**src/host_port_consts.svh**
```systemverilog
// How it works
// - Peripheral select register routes loads; 0 is program memory (default), 1 synthesis core.
// - Load pointer cannot be loaded; it only clears to zero, loads continue onward.
// - Flag strobe write while generator held in reset pulses the output latch clock.
// - Memory words are assembled from successive load bytes, most significant byte first.
// - Triggers and software starts are ignored until the arm command is received.
// - Once armed, next hardware trigger or software start begins execution.
// - Controller reset command resets generator and clears armed state until reinitialised.
// - Eight-bit read-only registers at base offsets return status and version.
// - Writes to readback offsets update the command sharing that offset.
// - Status bit 6 shows a setup error occurred while programming the port.
// - Status bit 5 shows programmed and armed.
// - Status bit 3 shows execution waiting for the next trigger.
// - Status bit 2 shows the generator is executing.
// - Status bit 1 shows the generator is in reset.
// - Status bit 0 shows a halt was executed and generator stopped.
// - Status bit 7 reflects test storage mode; bit 4 reports idle.
// - Version register: product type upper nibble, release number lower nibble.
// - Offsets 2 and 3 return instruction pointer low and high bytes.
// - Offsets 4 and 5 return the low two interval countdown bytes, least significant first.
// - Flow readback: multiplexer select in bits 6..4, opcode in bits 3..0.
// - Offset 7 returns low eight bits of current jump target.
// - Bus write latched only with address enable low and write strobe low.
// - Eight consecutive locations from base to base plus 7 are decoded.
// - Data commands use the latched byte; others ignore it.
`ifndef HOST_PORT_CONSTS_SVH
`define HOST_PORT_CONSTS_SVH

// command offsets
`define OFS_BYTE_COUNT 3'h0
`define OFS_SELECT 3'h1
`define OFS_CLEAR_PTR 3'h2
`define OFS_FLAG_STROBE 3'h3
`define OFS_LOAD 3'h4
`define OFS_ARM 3'h5
`define OFS_SW_START 3'h6
`define OFS_CTRL_RESET 3'h7
// readback offsets
`define OFS_STATUS 3'h0
`define OFS_VERSION 3'h1
`define OFS_PTR_LOW 3'h2
`define OFS_PTR_HIGH 3'h3
`define OFS_COUNT_B0 3'h4
`define OFS_COUNT_B1 3'h5
`define OFS_FLOW 3'h6
`define OFS_JUMP_LOW 3'h7
// status bit positions
`define ST_STOPPED 0
`define ST_RESET 1
`define ST_RUNNING 2
`define ST_WAITING 3
`define ST_IDLE 4
`define ST_ARMED 5
`define ST_ERROR 6
`define ST_MEM_MODE 7
// reset values
`define RST_SELECT 1'h0
`define RST_BYTES 4'hA
// field widths
`define WORD_BITS 96
`define ADDR_BITS 15

`endif

```
**src/host_port_pkg.sv**
```systemverilog
`include "host_port_consts.svh"
package host_port_pkg;

    typedef struct packed {
        logic target;
        logic [`ADDR_BITS-1:0] addr;
        logic [`WORD_BITS-1:0] data;
    } mem_write_t;

    typedef struct packed {
        logic running;
        logic waiting;
        logic stopped;
        logic mem_mode;
        logic [15:0] ip;
        logic [31:0] interval;
        logic [2:0] flow_mux;
        logic [3:0] flow_op;
        logic [7:0] jump;
    } gen_status_t;

    typedef enum logic [4:0] {
        INIT_BLANK = 5'h01,
        INIT_COUNT = 5'h02,
        INIT_SELECT = 5'h04,
        INIT_CLEARED = 5'h08,
        INIT_ARMED = 5'h10
    } init_state_t;

endpackage : host_port_pkg

```
**src/host_port.sv**
```systemverilog
`timescale 1ns/1ns
`include "host_port_consts.svh"

// ----------------------------------------
// word buffer between byte assembly and memory
// ----------------------------------------
module word_fifo #(
    parameter int WIDTH = 8,
    parameter int DEPTH = 16
) (
    // clock and reset
    input wire logic clk,
    input wire logic reset,
    // fill side
    input wire logic in_valid,
    output logic in_ready,
    input wire logic [WIDTH-1:0] in_data,
    // drain side
    output logic out_valid,
    input wire logic out_ready,
    output logic [WIDTH-1:0] out_data
);
    localparam int AW = $clog2(DEPTH);
    logic [WIDTH-1:0] mem [DEPTH];
    logic [AW-1:0] wr_ptr;
    logic [AW-1:0] rd_ptr;
    logic [AW:0] count;
    logic push;
    logic pop;

    assign in_ready = (count != DEPTH[AW:0]);
    assign out_valid = (count != '0);
    assign push = in_valid && in_ready;
    assign pop = out_valid && out_ready;
    assign out_data = mem[rd_ptr];

    always_ff @(posedge clk) begin
        if (push) begin
            mem[wr_ptr] <= in_data;
        end
    end

    always_ff @(posedge clk or posedge reset) begin
        if (reset) begin
            wr_ptr <= '0;
            rd_ptr <= '0;
            count <= '0;
        end else begin
            if (push) begin
                wr_ptr <= wr_ptr + 1'b1;
            end
            if (pop) begin
                rd_ptr <= rd_ptr + 1'b1;
            end
            if (push && !pop) begin
                count <= count + 1'b1;
            end else if (pop && !push) begin
                count <= count - 1'b1;
            end
        end
    end
endmodule : word_fifo

// ----------------------------------------
// host port controller
// ----------------------------------------
module host_bus_controller #(
    parameter logic [3:0] PRODUCT_TYPE = 4'hA, // arbitrary code value
    parameter logic [3:0] RELEASE_NUM = 4'hC, // arbitrary code value
    parameter int FIFO_DEPTH = 16
) (
    // clock and reset
    input wire logic clk,
    input wire logic reset,
    // host bus
    input wire logic [9:0] isa_addr,
    input wire logic isa_aen,
    input wire logic isa_iow_n,
    input wire logic isa_ior_n,
    input wire logic [7:0] isa_data_in,
    output logic [7:0] isa_data_out,
    output logic isa_data_oe,
    // base address jumpers
    input wire logic [2:0] base_sel,
    // hardware trigger
    input wire logic hw_trigger_n,
    // generator status
    input wire host_port_pkg::gen_status_t gen_status,
    // generator control
    output logic gen_hold_reset,
    output logic gen_start,
    output logic flag_clk,
    output logic [7:0] flag_pattern,
    // memory write port
    output logic mem_wr_valid,
    input wire logic mem_wr_ready,
    output host_port_pkg::mem_write_t mem_wr
);
    localparam int WB = `WORD_BITS;
    localparam int AB = `ADDR_BITS;

    function automatic logic [9:0] base_of(input logic [2:0] sel);
        case (sel)
            3'h0: base_of = 10'h300;
            3'h1: base_of = 10'h320;
            3'h2: base_of = 10'h340;
            3'h3: base_of = 10'h260;
            3'h4: base_of = 10'h280;
            3'h5: base_of = 10'h270;
            3'h6: base_of = 10'h290;
            default: base_of = 10'h360;
        endcase
    endfunction : base_of

    function automatic logic hit(input logic [9:0] a, input logic [2:0] sel);
        logic [9:0] b;
        b = base_of(sel);
        hit = (a[9:3] == b[9:3]);
    endfunction : hit

    // ----------------------------------------
    // bus write capture
    // ----------------------------------------
    logic iow_prev;
    logic take;
    logic cmd_go;
    logic [2:0] cmd_ofs;
    logic [7:0] cmd_byte;

    assign take = iow_prev && !isa_iow_n && !isa_aen && hit(isa_addr, base_sel);

    always_ff @(posedge clk or posedge reset) begin
        if (reset) begin
            iow_prev <= 1'b1;
            cmd_go <= 1'b0;
            cmd_ofs <= 3'h0;
            cmd_byte <= 8'h00;
        end else begin
            iow_prev <= isa_iow_n;
            cmd_go <= take;
            if (take) begin
                cmd_ofs <= isa_addr[2:0];
                cmd_byte <= isa_data_in;
            end
        end
    end

    logic do_count;
    logic do_select;
    logic do_clear;
    logic do_flag;
    logic do_load;
    logic do_arm;
    logic do_start;
    logic do_reset;
    assign do_count = cmd_go && (cmd_ofs == `OFS_BYTE_COUNT);
    assign do_select = cmd_go && (cmd_ofs == `OFS_SELECT);
    assign do_clear = cmd_go && (cmd_ofs == `OFS_CLEAR_PTR);
    assign do_flag = cmd_go && (cmd_ofs == `OFS_FLAG_STROBE);
    assign do_load = cmd_go && (cmd_ofs == `OFS_LOAD);
    assign do_arm = cmd_go && (cmd_ofs == `OFS_ARM);
    assign do_start = cmd_go && (cmd_ofs == `OFS_SW_START);
    assign do_reset = cmd_go && (cmd_ofs == `OFS_CTRL_RESET);

    // ----------------------------------------
    // initialisation order and arming
    // ----------------------------------------
    host_port_pkg::init_state_t init_state;
    host_port_pkg::init_state_t next_init_state;
    logic armed;
    logic setup_error_flag;
    logic in_reset;
    logic trig_prev;
    logic trig_fall;
    logic order_bad;
    logic load_overflow;

    assign trig_fall = trig_prev && !hw_trigger_n;
    assign armed = (init_state == host_port_pkg::INIT_ARMED);
    assign order_bad = (do_load || do_arm) && (init_state != host_port_pkg::INIT_CLEARED);

    always_comb begin
        next_init_state = init_state;
        case (init_state)
            host_port_pkg::INIT_BLANK: begin
                if (do_count) next_init_state = host_port_pkg::INIT_COUNT;
            end
            host_port_pkg::INIT_COUNT: begin
                if (do_select) next_init_state = host_port_pkg::INIT_SELECT;
            end
            host_port_pkg::INIT_SELECT: begin
                if (do_clear) next_init_state = host_port_pkg::INIT_CLEARED;
            end
            host_port_pkg::INIT_CLEARED: begin
                if (do_arm) next_init_state = host_port_pkg::INIT_ARMED;
            end
            host_port_pkg::INIT_ARMED: begin
                next_init_state = host_port_pkg::INIT_ARMED;
            end
            default: next_init_state = host_port_pkg::INIT_BLANK;
        endcase
        if (do_reset) begin
            next_init_state = host_port_pkg::INIT_BLANK;
        end
    end

    always_ff @(posedge clk or posedge reset) begin
        if (reset) begin
            init_state <= host_port_pkg::INIT_BLANK;
        end else begin
            init_state <= next_init_state;
        end
    end

    always_ff @(posedge clk or posedge reset) begin
        if (reset) begin
            setup_error_flag <= 1'b0;
        end else if (order_bad || load_overflow) begin
            setup_error_flag <= 1'b1;
        end else if (do_reset) begin
            setup_error_flag <= 1'b0;
        end
    end

    always_ff @(posedge clk or posedge reset) begin
        if (reset) begin
            trig_prev <= 1'b1;
            gen_start <= 1'b0;
            in_reset <= 1'b1;
        end else begin
            trig_prev <= hw_trigger_n;
            gen_start <= armed && !do_reset && (do_start || trig_fall);
            if (do_reset) begin
                in_reset <= 1'b1;
            end else if (gen_start) begin
                in_reset <= 1'b0;
            end
        end
    end
    assign gen_hold_reset = in_reset;

    // ----------------------------------------
    // output flag initialisation
    // ----------------------------------------
    always_ff @(posedge clk or posedge reset) begin
        if (reset) begin
            flag_clk <= 1'b0;
            flag_pattern <= 8'h00;
        end else begin
            flag_clk <= do_flag && in_reset;
            if (do_flag && in_reset) begin
                flag_pattern <= cmd_byte;
            end
        end
    end

    // ----------------------------------------
    // peripheral select, byte count, word assembly
    // ----------------------------------------
    logic target;
    logic [3:0] bytes_per_word;
    logic [3:0] byte_cnt;
    logic [WB-1:0] word_acc;
    logic [AB-1:0] load_ptr;
    logic word_done;
    logic fifo_in_ready;
    logic push;
    host_port_pkg::mem_write_t push_entry;

    assign word_done = do_load && !order_bad && (byte_cnt + 4'h1 >= bytes_per_word);
    assign push = word_done && fifo_in_ready;
    assign load_overflow = word_done && !fifo_in_ready;
    assign push_entry = '{target: target, addr: load_ptr,
                          data: {word_acc[WB-9:0], cmd_byte}};

    always_ff @(posedge clk or posedge reset) begin
        if (reset) begin
            target <= `RST_SELECT;
            bytes_per_word <= `RST_BYTES;
        end else begin
            if (do_select) begin
                target <= cmd_byte[0];
            end
            if (do_count) begin
                bytes_per_word <= cmd_byte[3:0];
            end
        end
    end

    always_ff @(posedge clk or posedge reset) begin
        if (reset) begin
            byte_cnt <= 4'h0;
            word_acc <= '0;
        end else if (do_clear || do_count || do_reset) begin
            byte_cnt <= 4'h0;
            word_acc <= '0;
        end else if (do_load && !order_bad) begin
            if (word_done) begin
                byte_cnt <= 4'h0;
                word_acc <= '0;
            end else begin
                byte_cnt <= byte_cnt + 4'h1;
                word_acc <= {word_acc[WB-9:0], cmd_byte};
            end
        end
    end

    always_ff @(posedge clk or posedge reset) begin
        if (reset) begin
            load_ptr <= '0;
        end else if (do_clear) begin
            load_ptr <= '0;
        end else if (push) begin
            load_ptr <= load_ptr + 1'b1;
        end
    end

    word_fifo #(
        .WIDTH($bits(host_port_pkg::mem_write_t)),
        .DEPTH(FIFO_DEPTH)
    ) u_fifo (
        .clk(clk),
        .reset(reset),
        .in_valid(push),
        .in_ready(fifo_in_ready),
        .in_data(push_entry),
        .out_valid(mem_wr_valid),
        .out_ready(mem_wr_ready),
        .out_data(mem_wr)
    );

    // ----------------------------------------
    // readback
    // ----------------------------------------
    logic [7:0] status_byte;
    always_comb begin
        status_byte = 8'h00;
        status_byte[`ST_MEM_MODE] = gen_status.mem_mode;
        status_byte[`ST_ERROR] = setup_error_flag;
        status_byte[`ST_ARMED] = armed;
        status_byte[`ST_IDLE] = !gen_status.running && !gen_status.waiting;
        status_byte[`ST_WAITING] = gen_status.waiting;
        status_byte[`ST_RUNNING] = gen_status.running;
        status_byte[`ST_RESET] = in_reset;
        status_byte[`ST_STOPPED] = gen_status.stopped;
    end

    always_ff @(posedge clk or posedge reset) begin
        if (reset) begin
            isa_data_out <= 8'h00;
        end else begin
            case (isa_addr[2:0])
                `OFS_STATUS: isa_data_out <= status_byte;
                `OFS_VERSION: isa_data_out <= {PRODUCT_TYPE, RELEASE_NUM};
                `OFS_PTR_LOW: isa_data_out <= gen_status.ip[7:0];
                `OFS_PTR_HIGH: isa_data_out <= gen_status.ip[15:8];
                `OFS_COUNT_B0: isa_data_out <= gen_status.interval[7:0];
                `OFS_COUNT_B1: isa_data_out <= gen_status.interval[15:8];
                `OFS_FLOW: isa_data_out <= {1'b0, gen_status.flow_mux, gen_status.flow_op};
                `OFS_JUMP_LOW: isa_data_out <= gen_status.jump;
                default: isa_data_out <= 8'h00;
            endcase
        end
    end
    assign isa_data_oe = !isa_ior_n && !isa_aen && hit(isa_addr, base_sel);
endmodule : host_bus_controller

```
**config.mk**
```make
export PLATFORM = sky130hd
export DESIGN_NAME = host_bus_controller
export DESIGN_NICKNAME = d
export VERILOG_FILES = /design/src/host_port_pkg.sv /design/src/host_port.sv
export VERILOG_INCLUDE_DIRS = /design/src /design/src/src
export SDC_FILE = /design/constraint.sdc
export NUM_CORES = 2
export LEC_CHECK = 0
export BUFFER_PORTS_ARGS = -buffer_cell sky130_fd_sc_hd__buf_4
export CAP_MARGIN = 20
export CORE_ASPECT_RATIO = 0.8
export CORE_MARGIN = 8
export CORE_UTILIZATION = 62
export DETAILED_ROUTE_END_ITERATION = 8
export HOLD_SLACK_MARGIN = 0.03
export PLACE_DENSITY = 0.9
export SLEW_MARGIN = 5
export SYNTH_ARGS = -nofsm -noshare
export SYNTH_HDL_FRONTEND = slang
export SYNTH_HIERARCHICAL = 1
export SYNTH_SLANG_ARGS = --single-unit
```
**constraint.sdc**
```tcl
create_clock -name clk -period 11.7 [get_ports clk]
set_input_delay 2.34 -clock clk [delete_from_list [all_inputs] [get_ports clk]]
set_output_delay 2.34 -clock clk [all_outputs]
set_load 0.1 [all_outputs]
```
### Yosys cells after proc, flatten, opt, wreduce, memory -nomap -nowiden

Memories as Yosys holds them, arrays and structs flattened.
Index checks and enable logic that the tools add are counted.
W data, S select, Z words.

| storage, ports and cells | value |
|---|---|
| output and inout port bits | 133 |
| word-level logic and storage cells | 137 |
| memories kept | 1 |
| memory bits (writable) | 1,792 |
| bits in registers | 164 |

| operators by class | value |
|---|---|
| mux-type cells | 24 |
| add/sub/neg operators | 6 |
| $lt $le $gt $ge | 1 |
| reduce and logical (&&, ||, !) cells | 53 |
| equality and inequality tests | 32 |

Memory list:

| name | words | bits a word | read ports | clocked after memory_dff | wr ports | RTL line | source |
|---|---|---|---|---|---|---|---|
| u_fifo.mem | 16 | 112 | 1 | 0 | 1 | host_port.sv:24 | `logic [WIDTH-1:0] mem [DEPTH];` |

Operators by type and width:

| cell | count |
|---|---|
| $mux W88 | 3 |
| $pmux W8 S8 | 1 |
| $pmux W9 S7 | 1 |
| $mux W5 | 7 |
| $eq A3 B3 Y1 const B | 11 |
| $mux W15 | 2 |
| $logic_and A1 B1 Y1 | 27 |
| $pmux W5 S5 | 1 |
| $eq A3 B2 Y1 const B | 6 |
| $add A15 B1 Y15 const B | 1 |
| $add A4 B1 Y4 const B | 3 |
| $mux W4 | 3 |
| $ne A3 B3 Y1 const B | 4 |
| $logic_not A1 Y1 | 11 |
| $reduce_bool A2 Y1 | 5 |
| $eq A3 B1 Y1 const B | 3 |
| $logic_not A3 Y1 | 3 |
| $eq A7 B7 Y1 | 1 |
| $mux W1 | 6 |
| $add A5 B1 Y5 const B | 1 |
| $eq A5 B1 Y1 const B | 1 |
| $eq A5 B2 Y1 const B | 1 |
| $eq A5 B3 Y1 const B | 1 |
| $eq A5 B4 Y1 const B | 1 |
| 8 further kinds | 12 |

### Logic depth before layout (Yosys ltp)

| depth | value |
|---|---|
| depth after elaboration | 13 |
| gate-level depth with buffers | 15 |

### By module

The synthesis kept the hierarchy.

By module, submodules not included:

| module | times used | area each (µm²) | cells an instance | seq. area each (µm²) |
|---|---|---|---|---|
| word_fifo | 1 | 69,202.6 | 3,300 | 54,136.9 |
| host_bus_controller | 1 | 6,525.0 | 565 | 3,786.1 |

### Worst setup path after synthesis

Ideal clock, no wire load.

| timing path | value |
|---|---|
| path kind | register to register |
| start point | register byte_cnt[0] |
| end point | memory u_fifo/mem[3][0] in the netlist's numbering, enable pin |
| data arrival time | 9.935 ns |
| path slack | 1.046 ns |
| buffers on the path | 0 |
| period minus slack after synthesis | 10.654 ns |
| stages on the path, launching flop included | 11 |
| cell sequence | dfrtp_1 ha_1 xor2_1 ha_1 o21ai_0 o21ai_1 nand3_1 inv_1 a21boi_2 nand2_1 nor3_1 |

| on the way | value |
|---|---|
| cells in the longest elaborated chain, start to end | 7 |

Ends and longest elaborated chain:

| item | RTL line | source |
|---|---|---|
| from (decl) | host_port.sv:262 | `logic [3:0] byte_cnt;` |
| from (signal assigned) | host_port.sv:302 | `byte_cnt <= byte_cnt + 4'h1;` |
| $add A4 B1 Y4 | host_port.sv:270 | `assign word_done = do_load && !order_bad && (byte_cnt + 4'h1 >= bytes_per_word);` |
| $ge A4 B4 Y1 | host_port.sv:270 |  |
| $logic_and A1 B1 Y1 | host_port.sv:270 |  |
| $logic_and A1 B1 Y1 | host_port.sv:271 | `assign push = word_done && fifo_in_ready;` |
| net push | host_port.sv:267 | `logic push;` |
| $logic_and A1 B1 Y1 | host_port.sv:33 | `assign push = in_valid && in_ready;` |
| net u_fifo.push | host_port.sv:28 | `logic push;` |
| $mux W1 | host_port.sv:38 | `if (push) begin` |
| $mux W1 (implied by the code) | host_port.sv:39 | `mem[wr_ptr] <= in_data;` |
| to (decl) | host_port.sv:24 |  |

The timed path passes the listed nets, and every way through them passes these cells.

==> results.toml <==
[clocking]
hold_buffers = 0
cts_htree_levels = 4
cts_tree = "done"
cts-root-buf = "clkbuf_16"
post_cts_buffers = 0
clkTransAtPathRegs_ns = 0.07
cts_resized = 0
cts_made_buffers = 171
cts.sinks = 1956
insertion_delay_ns = 0.78
cts_max_path_buffers = 3

[grt]
grt_overflow_total = 0
grt_usage = 0.281
grt_pass1_vias = 42824
grt_pass1_wl_mm = 277
antenna_found_initial = 3
grt_max_degree = 140

[yosys]
async_reset_ff_frac = 0.0838
avgSynthCellArea_sq_um = 19.6
netlist.area_leader.share = 0.711
synth_cell_types = 63
synth_edf_count = 1792
netlist_instances = 3865
ys_seq_area_frac = 0.765
synth_nets = 3976
synth_top_flop_cell = "edfxtp_1"
ys_warn_count = 6
ys_ff_latch = 1956
synth_area_sq_um = 75700
yosysTopAreaCell = "edfxtp_1"
synth.area.top_cells = "edfxtp_1, mux4_2, mux2i_1"

[drt]
ant_nets = 0
drc = 0
wl_mm = 190
vias = 41316
vias_per_cell = 7.04
avgRoutedWirePerCell_um = 32.4
drt-pass1-iter-count = 6
dr.first_iter.drc_count = 5856

[sta]
fin_crit_sh = 0.641
worstMarginPinSlew_ns = 1.28
slew_headroom = 0.147
finalSetupTns_ns = 0
finalSetupViolCount = 0
period_needed_ns = 7.49
fmax_mhz = 133
rsz0062_at_grt = "no"
fin_skew_ns = 0.0221
slew_violations = 0
hold_viol = 0

[place]
port_buffers = 211
postPlaceCellArea_sq_um = 78700
gp_congestion = 0.771
post-dp-hpwl_mm = 90.2

[critical_path]
crit_path_start = "u_fifo/rd_ptr[1]"
end_kind = "primary output"
crit_chain = "buf_4 -> buf_4 -> buf_4 -> mux4_2 -> a22oi_1 -> nand2_1 -> buf_4"
cpPeakStageDelay_ns = 0.95
cp_slowest_cell = "buf_4"
r2r-start = "byte_cnt[0]"
crit_fanout = 62
criticalPathCategory = "reg2out"
cp.required_ns = 9.36
path_common_cell = "buf_4"
worstPathArrival_ns = 5.15
start_kind = "flop"

[die]
rows = 114
die_y_um = 329
ios = 228
fp.dieW_um = 407
initial_utilization = 0.626
core_area_sq_um = 121000
die_area_sq_um = 134000

[pwr]
p_clk_frac = 0.426
swShare = 0.200
power.leakage_uw = 0.0244
share_comb_of_total_power = 0.020
p_int_uw = 10900
seqPwrFrac = 0.553
powerDensity_nw_per_um2 = 161
p_switching_uw = 2730
peakVddDrop_v = 0.000148

[layout]
diodes = 0
finalInstanceArea_sq_um = 84500
synthToLayoutAreaGrowth_pct = 11.6
mostFrequentLayoutCells = "edfxtp_1, mux2i_1, buf_4"
drive_gt1_frac = 0.196
final_common_cell = "edfxtp_1"
nets = 4210

[job]
max_cap_viol_count = 0

[status]
status = "completed"

[hold_path]
hold_class = "reg2reg"
min_from = "gen_start"
==> cell families after synthesis <==
family,count (synthesis),synth area share
buffers and inverters,246,0.0196
adders and majority gates,16,0.00274
AOI/OAI and AO/OA,622,0.0619
and+or+nand+nor,297,0.0177
DFF,1956,0.765
muxes,703,0.130
xor gates and xnor gates,25,0.00289
==> path summary, 6_finish.rpt <==
check / to / slack, ns / cells after the start
hold reg to reg: gen_hold_reset / 0.43 / 1
min in group asynchronous: u_fifo/count[2] / 1.66 / 2
hold / removal: gen_hold_reset / 0.43 / 1
setup / recovery: mem_wr[104] / 4.21 / 7
max in group asynchronous: word_acc[17] / 8.61 / 4
setup reg to reg: u_fifo/mem[10][88] / 6.52 / 12
==> metrics by stage <==
stage	hold slack, ns	cells	util	worst slack [ns]	power [uW]
global route	0.440	5870	0.699	4.12	13900
floorplan	0.480	3865	-	1.05	7890
finish	0.432	5870	0.699	4.21	13600
CTS	0.435	5867	0.698	4.12	13700
detailed placement	0.427	5547	0.651	5.12	7970
global placement	0.421	5546	0.650	5.23	7960
==> power groups by stage <==
stage          Sequential, uW  Combinational, uW  Clock, uW
6_report                 7540                279       5810
5_1_grt                  7540                293       6080
4_1_cts                  7540                279       5830
3_5_place_dp             7690                277          0
3_3_place_gp             7690                272          0
2_1_floorplan            7710                187          0
==> area by class of cell <==
type                    count  area (sq um)
multi-input cells        1663         16500
repair buffers            285          2260
flip-flops and latches   1956         57900
clock inverters            75           821
well taps                1624          2030
inverters                  22          95.1
fillers                  6771         36400
clock buffers             245          4930
==> sequential cells by signal, indices dropped and copies added, names as in the netlist, 3 cells and up <==
signal,cells
flag_pattern,8
u_fifo/count,5
byte_cnt,4
cmd_byte,8
bytes_per_word,4
load_ptr,15
u_fifo/rd_ptr,4
u_fifo/mem,1792
cmd_ofs,3
word_acc,88
isa_data_out,8
u_fifo/wr_ptr,4
init_state,5
==> synth_stat cells (4+ instances only) <==
cell type,number
edfxtp_1,1792
mux2i_1,461
a221oi_1,227
mux4_2,224
nand2_1,173
dfrtp_1,158
a22oi_1,114
o21ai_0,96
clkbuf_1,92
a22o_1,91
buf_6,47
nor2_1,45
buf_4,43
o21ai_1,39
buf_2,35
inv_1,21
mux2_2,18
a21oi_1,17
ha_1,15
xnor2_1,14
nand3_1,12
xor2_1,11
nand2b_1,10
o22ai_1,9
nand4_1,8
nor2b_1,8
nor3_1,8
buf_1,6
dfstp_2,6
nand3b_1,5
or3_1,5
and3_1,4
nor3b_1,4
o31ai_1,4
==> worst max-delay path: cells and delay by family, from the launching register on <==
family	cells	cell delay, ns
compound gates	1	0.25
buf+inv	4	2.63
flops	1	0.65
mux	1	0.48
simple gates	1	0.24
==> routing by layer <==
layer,routed length [um],track usage,share of wire,up-vias
met5,27,0,0.00014,-
met4,8600,0.126,0.045,4
met3,22600,0.0572,0.12,649
met2,94900,0.467,0.50,3460
met1,64200,0.360,0.34,20740
li1,-,-,-,16463
(Power assumes the default switching activity.)
